### config.mk
export PLATFORM = sky130hd
export DESIGN_NAME = fspc_ctrl
export DESIGN_NICKNAME = d
export VERILOG_FILES = /design/src/shared/fspc_pkg.sv /design/src/fspc_ctrl.sv /design/src/fspc_rc_timer.sv
export SDC_FILE = /design/constraint.sdc
export NUM_CORES = 2
export LEC_CHECK = 0
export BUFFER_PORTS_ARGS = -buffer_cell sky130_fd_sc_hd__buf_2
export CAP_MARGIN = 30
export CORE_MARGIN = 2
export CORE_UTILIZATION = 30
export CTS_CLUSTER_DIAMETER = 80
export DETAILED_ROUTE_END_ITERATION = 10
export MAX_ROUTING_LAYER = met4
export PLACE_DENSITY = 0.4
export SLEW_MARGIN = 20
export SYNTH_ARGS = -nofsm -noshare
export SYNTH_HDL_FRONTEND = slang
export SYNTH_SLANG_ARGS = --single-unit
export TNS_END_PERCENT = 30
### constraint.sdc
create_clock -name clk_sys_in -period 4.6 [get_ports clk_sys_in]
set_input_delay 0 -clock clk_sys_in [delete_from_list [all_inputs] [get_ports clk_sys_in]]
set_output_delay 0 -clock clk_sys_in [all_outputs]
set_load 0.005 [all_outputs]
### src/shared/fspc_pkg.sv
// Purpose: Constants for the flash self-program controller
// Assumes: 40 MHz core clock; flash timing from the RC oscillator
// Notes: Operation list follows
// Operation
// - Reset vector chosen by boot reset fuse
// - Software can never alter any fuse
// - Pointer from low/high bytes plus extension
// - Word bits index page, upper bits page
// - Latch target address when operation starts
// - Read instructions use Z0 byte select
// - Page erase: X0000011 then store within four
// - Stall core when target halted-read region
// - Buffer load: 00000001 stores data word
// - Buffer clears on write, reenable, reset
// - Data memory write keeps buffer intact
// - Page write: X0000101 programs buffer page
// - Level interrupt while enable bit clear
// - Block concurrent region, busy flag set
// - Busy flag held until reenable written
// - Lock program: X0001001 with R0 values
// - Program lock bits where R0 bit zero
// - Lock programming blocks no reads
// - Command bits clear after four idle cycles
// - Refuse start during data memory write
// - Program time 3.7 ms to 4.5 ms
package fspc_pkg;
  localparam int unsigned CLK_HZ = 40000000;
  localparam int unsigned RC_HZ = 8000000;
  localparam int unsigned PROG_TIME_US = 4000;
  localparam int unsigned PROG_RC_TICKS = PROG_TIME_US * (RC_HZ / 1000000);
  localparam int unsigned WIN_CYCLES = 4;
  localparam int unsigned PAGE_WORD_BITS = 7;
  localparam int unsigned ADDR_BITS = 24;
  localparam int unsigned WADDR_BITS = 17;
  localparam int unsigned PAGE_BITS = WADDR_BITS - PAGE_WORD_BITS;
  localparam int unsigned PAGE_WORDS = 128;
  localparam logic [WADDR_BITS-1:0] APP_RESET_WADDR = 17'h00000;
  localparam logic [WADDR_BITS-1:0] LOADER_START_WADDR = 17'h1F000;
  localparam logic [PAGE_BITS-1:0] HALTED_PAGE_FIRST = 10'h3C0;
  localparam int unsigned CSR_EN_BIT = 0;
  localparam int unsigned CSR_ERASE_BIT = 1;
  localparam int unsigned CSR_WRITE_BIT = 2;
  localparam int unsigned CSR_LOCK_BIT = 3;
  localparam int unsigned CSR_REEN_BIT = 4;
  localparam int unsigned CSR_BUSY_BIT = 6;
  localparam int unsigned CSR_IE_BIT = 7;
  localparam logic [6:0] CMD_ERASE = 7'h03;
  localparam logic [6:0] CMD_LOAD = 7'h01;
  localparam logic [6:0] CMD_WRITE = 7'h05;
  localparam logic [6:0] CMD_LOCK = 7'h09;
  localparam logic [6:0] CMD_REEN = 7'h11;
  localparam logic [5:0] LOCK_RESET = 6'h3F;
  localparam logic [7:0] CSR_RESET = 8'h00;
  typedef enum logic [2:0] {
    FSPC_IDLE = 3'b000,
    FSPC_ERASE = 3'b001,
    FSPC_WRITE = 3'b010,
    FSPC_LOCK = 3'b011
  } fspc_state_t;
endpackage

### src/fspc_ctrl.sv
// Purpose: Flash self-program sequencer for the core's store-program path
// Assumes: Core drives CSR writes and store-program strobes on clk_sys_in
// Notes: Fuses are read-only inputs; flash array is outside this block
`timescale 1ns/1ps
`default_nettype none
module fspc_ctrl
  import fspc_pkg::*;
(
  input wire logic clk_sys_in,
  input wire logic rstn_in,
  input wire logic boot_reset_select_in,
  input wire logic rc_clk_in,
  input wire logic csr_wr_in,
  input wire logic [7:0] csr_wdata_in,
  input wire logic spm_in,
  input wire logic [7:0] pointer_low_byte_in,
  input wire logic [7:0] pointer_high_byte_in,
  input wire logic [7:0] pointer_extension_byte_in,
  input wire logic [15:0] data_word_regs_in,
  input wire logic nvm_data_busy_in,
  input wire logic [WADDR_BITS-1:0] fetch_waddr_in,
  input wire logic program_read_instr_in,
  output logic [7:0] csr_rdata_out,
  output logic [WADDR_BITS-1:0] reset_vector_out,
  output logic read_byte_hi_out,
  output logic [WADDR_BITS-1:0] read_waddr_out,
  output logic concurrent_read_block_out,
  output logic core_stall_out,
  output logic spm_irq_out,
  output logic flash_erase_out,
  output logic flash_write_out,
  output logic [PAGE_BITS-1:0] flash_page_out,
  output logic [15:0] buf_rdata_out,
  output logic [6:0] buf_raddr_out,
  output logic lock_prog_out,
  output logic [5:0] lock_bits_out
);
  typedef struct packed {
    logic [1:0] fuse_sync;
    logic [2:0] rc_sync;
    logic [2:0] fuse_caught;
    logic [WADDR_BITS-1:0] reset_vector;
    logic [6:0] cmd;
    logic ie;
    logic [2:0] win;
    fspc_state_t state;
    logic start;
    logic [PAGE_BITS-1:0] page;
    logic halted_tgt;
    logic busy;
    logic block;
    logic stall;
    logic irq;
    logic erase;
    logic write;
    logic lock;
    logic [5:0] lock_bits;
    logic [5:0] lock_val;
    logic [6:0] raddr;
    logic [15:0] rdata;
    logic byte_hi;
    logic [WADDR_BITS-1:0] read_waddr;
    logic [PAGE_WORDS-1:0] loaded;
  } fspc_q_t;

  fspc_q_t q;
  fspc_q_t next_q;
  logic [15:0] page_buf [PAGE_WORDS];
  logic [ADDR_BITS-1:0] zptr;
  logic [WADDR_BITS-1:0] zword;
  logic [6:0] zidx;
  logic [PAGE_BITS-1:0] zpage;
  logic spm_take;
  logic buf_we;
  logic buf_clr;
  logic rc_tick;
  logic tmr_done;

  assign zptr = {pointer_extension_byte_in, pointer_high_byte_in, pointer_low_byte_in};
  assign zword = zptr[WADDR_BITS:1];
  assign zidx = zword[PAGE_WORD_BITS-1:0];
  assign zpage = zword[WADDR_BITS-1:PAGE_WORD_BITS];
  // Command counts only if armed, in window, and no data memory write
  assign spm_take = spm_in && q.cmd[0] && (q.win != 3'h0) &&
                    (q.state == FSPC_IDLE) && !nvm_data_busy_in;
  assign buf_we = spm_take && (q.cmd == CMD_LOAD) && !q.loaded[zidx];
  assign rc_tick = q.rc_sync[1] && !q.rc_sync[2];
  assign buf_clr = (q.state == FSPC_WRITE && tmr_done) ||
                   (csr_wr_in && csr_wdata_in[CSR_REEN_BIT] && csr_wdata_in[CSR_EN_BIT] &&
                    q.state == FSPC_IDLE);

  fspc_rc_timer u_timer (
    .clk_sys_in(clk_sys_in),
    .rstn_in(rstn_in),
    .start_in(q.start),
    .rc_tick_in(rc_tick),
    .done_out(tmr_done)
  );

  always_comb begin
    next_q = q;
    next_q.start = 1'b0;
    next_q.fuse_sync = {q.fuse_sync[0], boot_reset_select_in};
    next_q.rc_sync = {q.rc_sync[1:0], rc_clk_in};
    // Fuse caught once, after it has crossed both sync stages; nothing here can write it
    next_q.fuse_caught = {q.fuse_caught[1:0], 1'b1};
    if (q.fuse_caught[1] && !q.fuse_caught[2]) begin
      next_q.reset_vector = q.fuse_sync[1] ? APP_RESET_WADDR : LOADER_START_WADDR;
    end
    if (q.win != 3'h0) begin
      next_q.win = q.win - 3'h1;
    end else if (q.state == FSPC_IDLE) begin
      next_q.cmd = 7'h00;
    end
    if (csr_wr_in && q.state == FSPC_IDLE) begin
      next_q.ie = csr_wdata_in[CSR_IE_BIT];
      if (!nvm_data_busy_in) begin
        next_q.cmd = csr_wdata_in[6:0];
        next_q.win = 3'(WIN_CYCLES);
        if (csr_wdata_in[CSR_REEN_BIT] && csr_wdata_in[CSR_EN_BIT]) begin
          next_q.busy = 1'b0;
          next_q.block = 1'b0;
          next_q.cmd = 7'h00;
          next_q.win = 3'h0;
        end
      end
    end
    if (spm_take) begin
      next_q.win = 3'h0;
      next_q.cmd = 7'h00;
      next_q.page = zpage;
      next_q.halted_tgt = (zpage >= HALTED_PAGE_FIRST);
      case (q.cmd)
        CMD_ERASE, CMD_WRITE: begin
          next_q.cmd = q.cmd;
          next_q.state = (q.cmd == CMD_ERASE) ? FSPC_ERASE : FSPC_WRITE;
          next_q.start = 1'b1;
          next_q.busy = 1'b1;
          next_q.block = 1'b1;
          next_q.stall = (zpage >= HALTED_PAGE_FIRST);
          next_q.erase = (q.cmd == CMD_ERASE);
          next_q.write = (q.cmd == CMD_WRITE);
        end
        CMD_LOCK: begin
          next_q.cmd = q.cmd;
          next_q.state = FSPC_LOCK;
          next_q.start = 1'b1;
          next_q.lock = 1'b1;
          next_q.lock_val = q.lock_bits & data_word_regs_in[5:0];
        end
        CMD_LOAD: begin
          next_q.loaded[zidx] = 1'b1;
        end
        default: begin
          next_q.cmd = 7'h00;
        end
      endcase
    end
    case (q.state)
      FSPC_ERASE, FSPC_WRITE: begin
        if (tmr_done) begin
          next_q.state = FSPC_IDLE;
          next_q.cmd = 7'h00;
          next_q.erase = 1'b0;
          next_q.write = 1'b0;
          next_q.stall = 1'b0;
        end
      end
      FSPC_LOCK: begin
        if (tmr_done) begin
          next_q.state = FSPC_IDLE;
          next_q.cmd = 7'h00;
          next_q.lock = 1'b0;
          next_q.lock_bits = q.lock_val;
        end
      end
      FSPC_IDLE: begin
      end
      default: begin
        next_q.state = FSPC_IDLE;
      end
    endcase
    if (buf_clr) begin
      next_q.loaded = '0;
      // A load in the same cycle as a clear still counts
      if (buf_we) begin
        next_q.loaded[zidx] = 1'b1;
      end
    end
    next_q.irq = q.ie && !next_q.cmd[0];
    next_q.byte_hi = zptr[0];
    next_q.read_waddr = zword;
    next_q.raddr = zidx;
    next_q.rdata = q.loaded[zidx] ? page_buf[zidx] : 16'hFFFF;
  end

  // Buffer words survive data memory writes; only valid bits reset
  always_ff @(posedge clk_sys_in) begin
    if (buf_we) begin
      page_buf[zidx] <= data_word_regs_in;
    end
  end

  always_ff @(posedge clk_sys_in or negedge rstn_in) begin
    if (!rstn_in) begin
      q <= '0;
      q.lock_bits <= LOCK_RESET;
      q.lock_val <= LOCK_RESET;
      q.state <= FSPC_IDLE;
      q.fuse_sync <= 2'b11;
      q.reset_vector <= APP_RESET_WADDR;
      q.rdata <= 16'hFFFF;
    end else begin
      q <= next_q;
    end
  end

  assign csr_rdata_out = {q.ie, q.busy, 1'b0, q.cmd[4:0]} | CSR_RESET;
  assign reset_vector_out = q.reset_vector;
  assign read_byte_hi_out = q.byte_hi;
  assign read_waddr_out = q.read_waddr;
  assign concurrent_read_block_out = q.block;
  assign core_stall_out = q.stall;
  assign spm_irq_out = q.irq;
  assign flash_erase_out = q.erase;
  assign flash_write_out = q.write;
  assign flash_page_out = q.page;
  assign buf_rdata_out = q.rdata;
  assign buf_raddr_out = q.raddr;
  assign lock_prog_out = q.lock;
  assign lock_bits_out = q.lock_bits;
endmodule
`default_nettype wire

### src/fspc_rc_timer.sv
// Purpose: Times flash program pulses from the RC oscillator tick
// Assumes: rc_tick_in is a synchronised single-cycle pulse
// Notes: Done pulses one cycle after the last tick
`timescale 1ns/1ps
`default_nettype none
module fspc_rc_timer
  import fspc_pkg::*;
(
  input wire logic clk_sys_in,
  input wire logic rstn_in,
  input wire logic start_in,
  input wire logic rc_tick_in,
  output logic done_out
);
  typedef struct packed {
    logic run;
    logic [15:0] cnt;
    logic done;
  } fspc_tmr_t;
  fspc_tmr_t q;
  fspc_tmr_t next_q;

  always_comb begin
    next_q = q;
    next_q.done = 1'b0;
    if (start_in) begin
      next_q.run = 1'b1;
      next_q.cnt = 16'h0000;
    end else if (q.run && rc_tick_in) begin
      // Count RC ticks over the program time
      if (q.cnt == 16'(PROG_RC_TICKS - 1)) begin
        next_q.run = 1'b0;
        next_q.done = 1'b1;
      end else begin
        next_q.cnt = q.cnt + 16'h0001;
      end
    end
  end

  always_ff @(posedge clk_sys_in or negedge rstn_in) begin
    if (!rstn_in) begin
      q <= '0;
    end else begin
      q <= next_q;
    end
  end

  assign done_out = q.done;
endmodule
`default_nettype wire
After elaboration in Yosys (flattened, before gate mapping)
Memory sizes are Yosys's and may differ from the RTL's.
Index checks and enable logic that the tools add are counted.
W data, S select, Z words.

operators by class
  add/sub/neg operators = 2
  order comparisons = 3
  eq/ne operators = 9
  multiplexer cells = 48
  bitwise logic cells = 2
  reductions and logical operators = 38

operator list
  cell                     number
  $mux W128                4
  $or A128 B128 Y128       1
  $mux W7                  10
  $mux W17                 2
  $mux W16                 2
  $mux W21                 1
  $mux W18                 1
  $mux W3                  6
  $logic_and A1 B1 Y1      17
  $add A16 B1 Y16 const B  1
  $eq A16 B15 Y1 const B   1
  $mux W2                  7
  $mux W11                 1
  $ge A10 B10 Y1 const B   1
  $mux W1                  10
  $reduce_and A2 Y1        5
  $lt A7 B8 Y1 const B     1
  $pmux W4 S2              1
  $reduce_bool A2 Y1       4
  $bmux W1 S7              1
  $demux W1 S7             1
  $eq A7 B1 Y1 const B     1
  $eq A7 B2 Y1 const B     1
  $eq A7 B3 Y1 const B     1
  14 further kinds         21

storage, ports and cells
  register bits after elaboration = 257
  memory bits (writable) = 2048
  bits of input ports = 73
  output and inout port bits = 88
  word-level logic and storage cells = 131
  memories = 1

memory list
  name      depth  bits a word  rd ports  clocked after Yosys merged registers in  wr ports  line             RTL
  page_buf  128    16           1         0                                        1         fspc_ctrl.sv:68  logic [15:0] page_buf [PAGE_WORDS];

Longest topological paths before layout
  depth after elaboration = 10
  depth in mapped cells = 14
  gate-level depth less buffers = 9

Hierarchy
A second synthesis with hierarchy kept.

unflattened totals
  cell total of the unflattened synthesis = 5122
  area, all modules = 87184.9 µm²

by module, submodules not included
  module         instances  cells an instance  area each (µm²)  seq. area each (µm²)
  fspc_ctrl      1          5020               86186.4          66916.7
  fspc_rc_timer  1          102                998.5            450.4

Least setup slack after synthesis
OpenSTA, ideal clock, no wires.

  path kind = reg-to-reg
  start point = register q[201] in the netlist's numbering
  end point = memory page_buf[118][0] (enable)
  setup time = 0.409 ns
  arrival time = 3.195 ns
  required time = 4.191 ns
  slack = 0.995 ns
  stages on the path, launching flop included = 9
  path buffers = 2
  clock period less this slack = 3.605 ns
  path through = dfrtp_1 -> clkbuf_1 -> nor3_2 -> nand3_1 -> or3_1 -> nor3_4 -> nand2_1 -> clkbuf_1 -> nor3_1

on the way
  cells in the longest elaborated chain, start to end = 7

RTL lines
  item                              line              RTL
  start, declared                   fspc_ctrl.sv:66   fspc_q_t q;
  start signal, assigned            fspc_ctrl.sv:214  q <= next_q;
  $logic_not A3 Y1                  fspc_ctrl.sv:85   (q.state == FSPC_IDLE) && !nvm_data_busy_in;
  $logic_and A1 B1 Y1               fspc_ctrl.sv:84   assign spm_take = spm_in && q.cmd[0] && (q.win != 3'h0) &&
  $logic_and A1 B1 Y1               fspc_ctrl.sv:85
  $logic_and A1 B1 Y1 (2 in a row)  fspc_ctrl.sv:86   assign buf_we = spm_take && (q.cmd == CMD_LOAD) && !q.loaded[zidx];
  $mux W1                           fspc_ctrl.sv:199  if (buf_we) begin
  $mux W1 (implied by the code)     fspc_ctrl.sv:200  page_buf[zidx] <= data_word_regs_in;
  end, declared                     fspc_ctrl.sv:68

Every way passes these cells.

Worst setup path after layout
  start point = register q, in the netlist csr_rdata_out[0]
  end point = register q[34] in the netlist's numbering

on the way
  cells in the longest elaborated chain, start to end = 8
  elaborated cells on any way between the ends = 12
  those cells by class = eq/ne (1); mux (2); reduce/logical (9)

RTL lines
  item                              line              RTL
  $logic_and A1 B1 Y1 (3 in a row)  fspc_ctrl.sv:84
  $logic_and A1 B1 Y1               fspc_ctrl.sv:85
  $logic_and A1 B1 Y1 (2 in a row)  fspc_ctrl.sv:86
  $mux W128                         fspc_ctrl.sv:186  if (buf_we) begin
  $mux W128                         fspc_ctrl.sv:183  if (buf_clr) begin

Parallel ways exist; a longest one is shown, timed or not.
A chain may end at the register's enable or synchronous reset.

==> metrics <==
CTS tree=built; crit start category=flop; antenna violations before repair=32; clock skew=0.0561 ns; Crit. End Element=flop; # resized after CTS=0; Hold WC Path Type=in -> reg; total gr overflow=0; worst-path fanout max=16; design area=106000 sq um; status=finished clean; GR peak layer=met2; critical path cell sequence=and3b_1 > dlygate4sd3_1 > nand3_1 > buf_4 > nor4_1 > nand2b_1 > nor3_4 > buf_4 > a22oi_1 > nor2_1; register area share after synthesis=0.758; synthesis-to-finish area growth=19.3%; clock sinks=between 2000 and 2500; routability cong.=0.865; remaining antenna violation count=0; CTS Buffer Depth=4; Crit-path slowest cell=nor3_4; gate count of the mapped netlist=5298; row cnt=approximately 200; Root Buffer=clkbuf_16; first-pass GRT wire length=471000 um; setup TNS=0 ns; Num CTS Buffers=267; DIE AREA=301000 sq um; layout cells sized above 1=0.228; Worst path max stage delay=approximately 0.80 ns; grt met1 use=0.326; number of synthesis warnings=0; fmax=between 0.2 and 0.25 GHz; crit path DAT=4.83 ns; Syn Area/Cell=roughly 17 sq um; vias per cell=approximately 5.5; Final Hold Viols=0; initial drt markers=~7200; worst skew pair latency=about 0.90 ns; Yosys top cell by area=edfxtp_1; Setup CP Type=reg -> reg; Synth cell types=87; I/O Pins=161; Worst R2R Setup Slack=approximately 0.54 ns; Tcrit/Tclk final=0.884; final setup fails=0; Max Cap Viol=0; Peak VDD IR=0.000236 V; Power per Cell Area=435 nW/um^2; Total Wirelength=350000 um; vias in the first global route=52400; pin count of the biggest net entering global routing=113; cell repeated most along the worst path=buf_4; vias=54700; DRC Markers=0; GRT Total Usage=0.233; core area=294000 sq um; I/O Buffers=about 120; GRT met3 Usage=0.0323; static leakage=35.0 nW; Area after DPL=96800 sq um; predominant post-synthesis flop cell=edfxtp_1; WL per Instance=35.2 um; asr flop ratio synth=0.102; Req. time, crit path=5.37 ns; Hold Slack=0.0995 ns; slew margin rel.=0.272; top post-synthesis cells by area=edfxtp_1, dfrtp_1, a22oi_1, mux2i_1, a221oi_1; fin crit period=4.06 ns; drt pass-1 iters=6; Yosys top cell area share=0.692; total power=46.1 mW; CTS H-tree lvls=5; nets@finish=approximately 5900; Crit path max-delay family=simple AND/OR/NAND/NOR gates; Yosys reg bits=2281; dpl hpwl=213000 um; Pins Over Slew Limit=0; CP bufs+invs=3; Mapped Area=88800 sq um; Reg clk slew, reported paths=approximately 0.06 ns; die width=548 um; Die Y=roughly 550 um; met2 Usage GRT=0.357; RSZ-0062 raised after global routing=no; worst slew pin tran=1.09 ns; most frequent cells in the layout=edfxtp_1, a22oi_1, buf_4; Initial Utilization=0.302; EDFF count, synth=2048; most common cell after layout, fill and taps aside=edfxtp_1
==> synth_stat cells (7+ instances only) <==
| master | n |
|---|---|
| buf_6 | 24 |
| or3_1 | 7 |
| edfxtp_1 | 2048 |
| a41oi_1 | 7 |
| nand2b_1 | 10 |
| a221oi_1 | 199 |
| nand2_1 | 196 |
| o211ai_1 | 18 |
| or4_1 | 7 |
| mux2_2 | 153 |
| clkbuf_1 | 114 |
| nand3_1 | 35 |
| mux4_2 | 60 |
| a222oi_1 | 19 |
| nor2b_1 | 12 |
| xor2_1 | 10 |
| o22ai_1 | 37 |
| a22o_1 | 79 |
| a21oi_1 | 157 |
| o221ai_1 | 16 |
| buf_1 | 30 |
| nor4_1 | 14 |
| nand4_1 | 41 |
| mux2i_1 | 197 |
| nor3_2 | 11 |
| nor3_4 | 9 |
| nor3_1 | 138 |
| nor2_1 | 277 |
| inv_1 | 10 |
| a221o_1 | 59 |
| o2bb2ai_1 | 15 |
| o2111ai_1 | 10 |
| a32oi_1 | 7 |
| and3_1 | 10 |
| dfrtp_1 | 203 |
| a211oi_1 | 12 |
| a22oi_1 | 424 |
| dfstp_2 | 30 |
| or2_2 | 7 |
| a31oi_1 | 52 |
| buf_4 | 129 |
| buf_2 | 167 |
| o21ai_0 | 140 |
==> final timing paths <==
| path | startpoint | end | cells after the start |
|---|---|---|---|
| max in group asynchronous | rstn_in | read_waddr_out[1] | 4 |
| min | data_word_regs_in[13] | page_buf[43][13] | 2 |
| max | csr_rdata_out[0] | q[34] | 10 |
| max reg2reg | csr_rdata_out[0] | q[34] | 10 |
| min in group asynchronous | rstn_in | lock_bits_out[5] | 3 |
| min reg2reg | next_q[232] | next_q[233] | 0 |
==> kinds of logic after synthesis <==
logic type,after synthesis,share of synthesized area
adders and majority gates,3,0.000423
other,2,0.0000845
buffers and inverters,476,0.0301
AOI/OAI and AO/OA,1301,0.108
xor gates and xnor gates,15,0.00148
DFF,2281,0.758
muxes,414,0.0580
and+or+nand+nor,806,0.0434
==> layer usage <==
metal | vias to the layer above | wire length [um]
met3 | 440 | 23700
met5 | - | 0
met2 | 2345 | 161000
met1 | 29500 | 155000
met4 | 0 | 10100
li1 | 22400 | -
==> report_power, final <==
part / internal (mW) / switching, mW / leakage [nW]
sequential: 22.7 / 0.113 / 21.5
clock: 11.6 / 8.71 / 3.99
combinational: 0.844 / 2.16 / 9.55
total: 35.1 / 11.0 / 35.0
==> state kept, by name (all words and copies together), names as in the netlist, 5 cells and up <==
name	flops
csr_rdata_out	7
flash_page_out	10
buf_rdata_out	16
lock_bits_out	6
q	146
u_timer.q	17
next_q	5
read_waddr_out	17
page_buf	2048
==> area by class of cell <==
type / count / area, sq um
tap: 3919 / 4900
timing repair buffer: 673 / 5830
inverter: 11 / 48.8
fill: 27900 / 188000
clock inverter: 104 / 806
sequential: 2281 / 67400
multi-input combinational: 2554 / 19600
antenna: 24 / 60.1
clock buffer: 366 / 7400
==> per-stage QoR <==
stage,utilization,instances,setup slack [ns]
CTS,0.360,9904,0.443
global route,0.360,9918,0.270
floorplan,-,5311,0.995
detailed placement,0.329,9346,0.816
global placement,0.329,9342,0.889
finish,0.360,9932,0.536
==> worst register-to-register path: cells and delay by family, from the launching register on <==
family / cells / cell delay (ns)
flip-flops: 1 / 0.39
AND/OR/NAND/NOR: 6 / 2.27
buffers and inverters: 3 / 1.17
AO/OA/AOI/OAI: 1 / 0.11
==> what timing repair did <==
item	4_1_cts	5_1_grt
hold endpoints to repair	1131	0
setup buffers	0	0
hold buffers	88	0
Power figures use the tool's default switching activity.
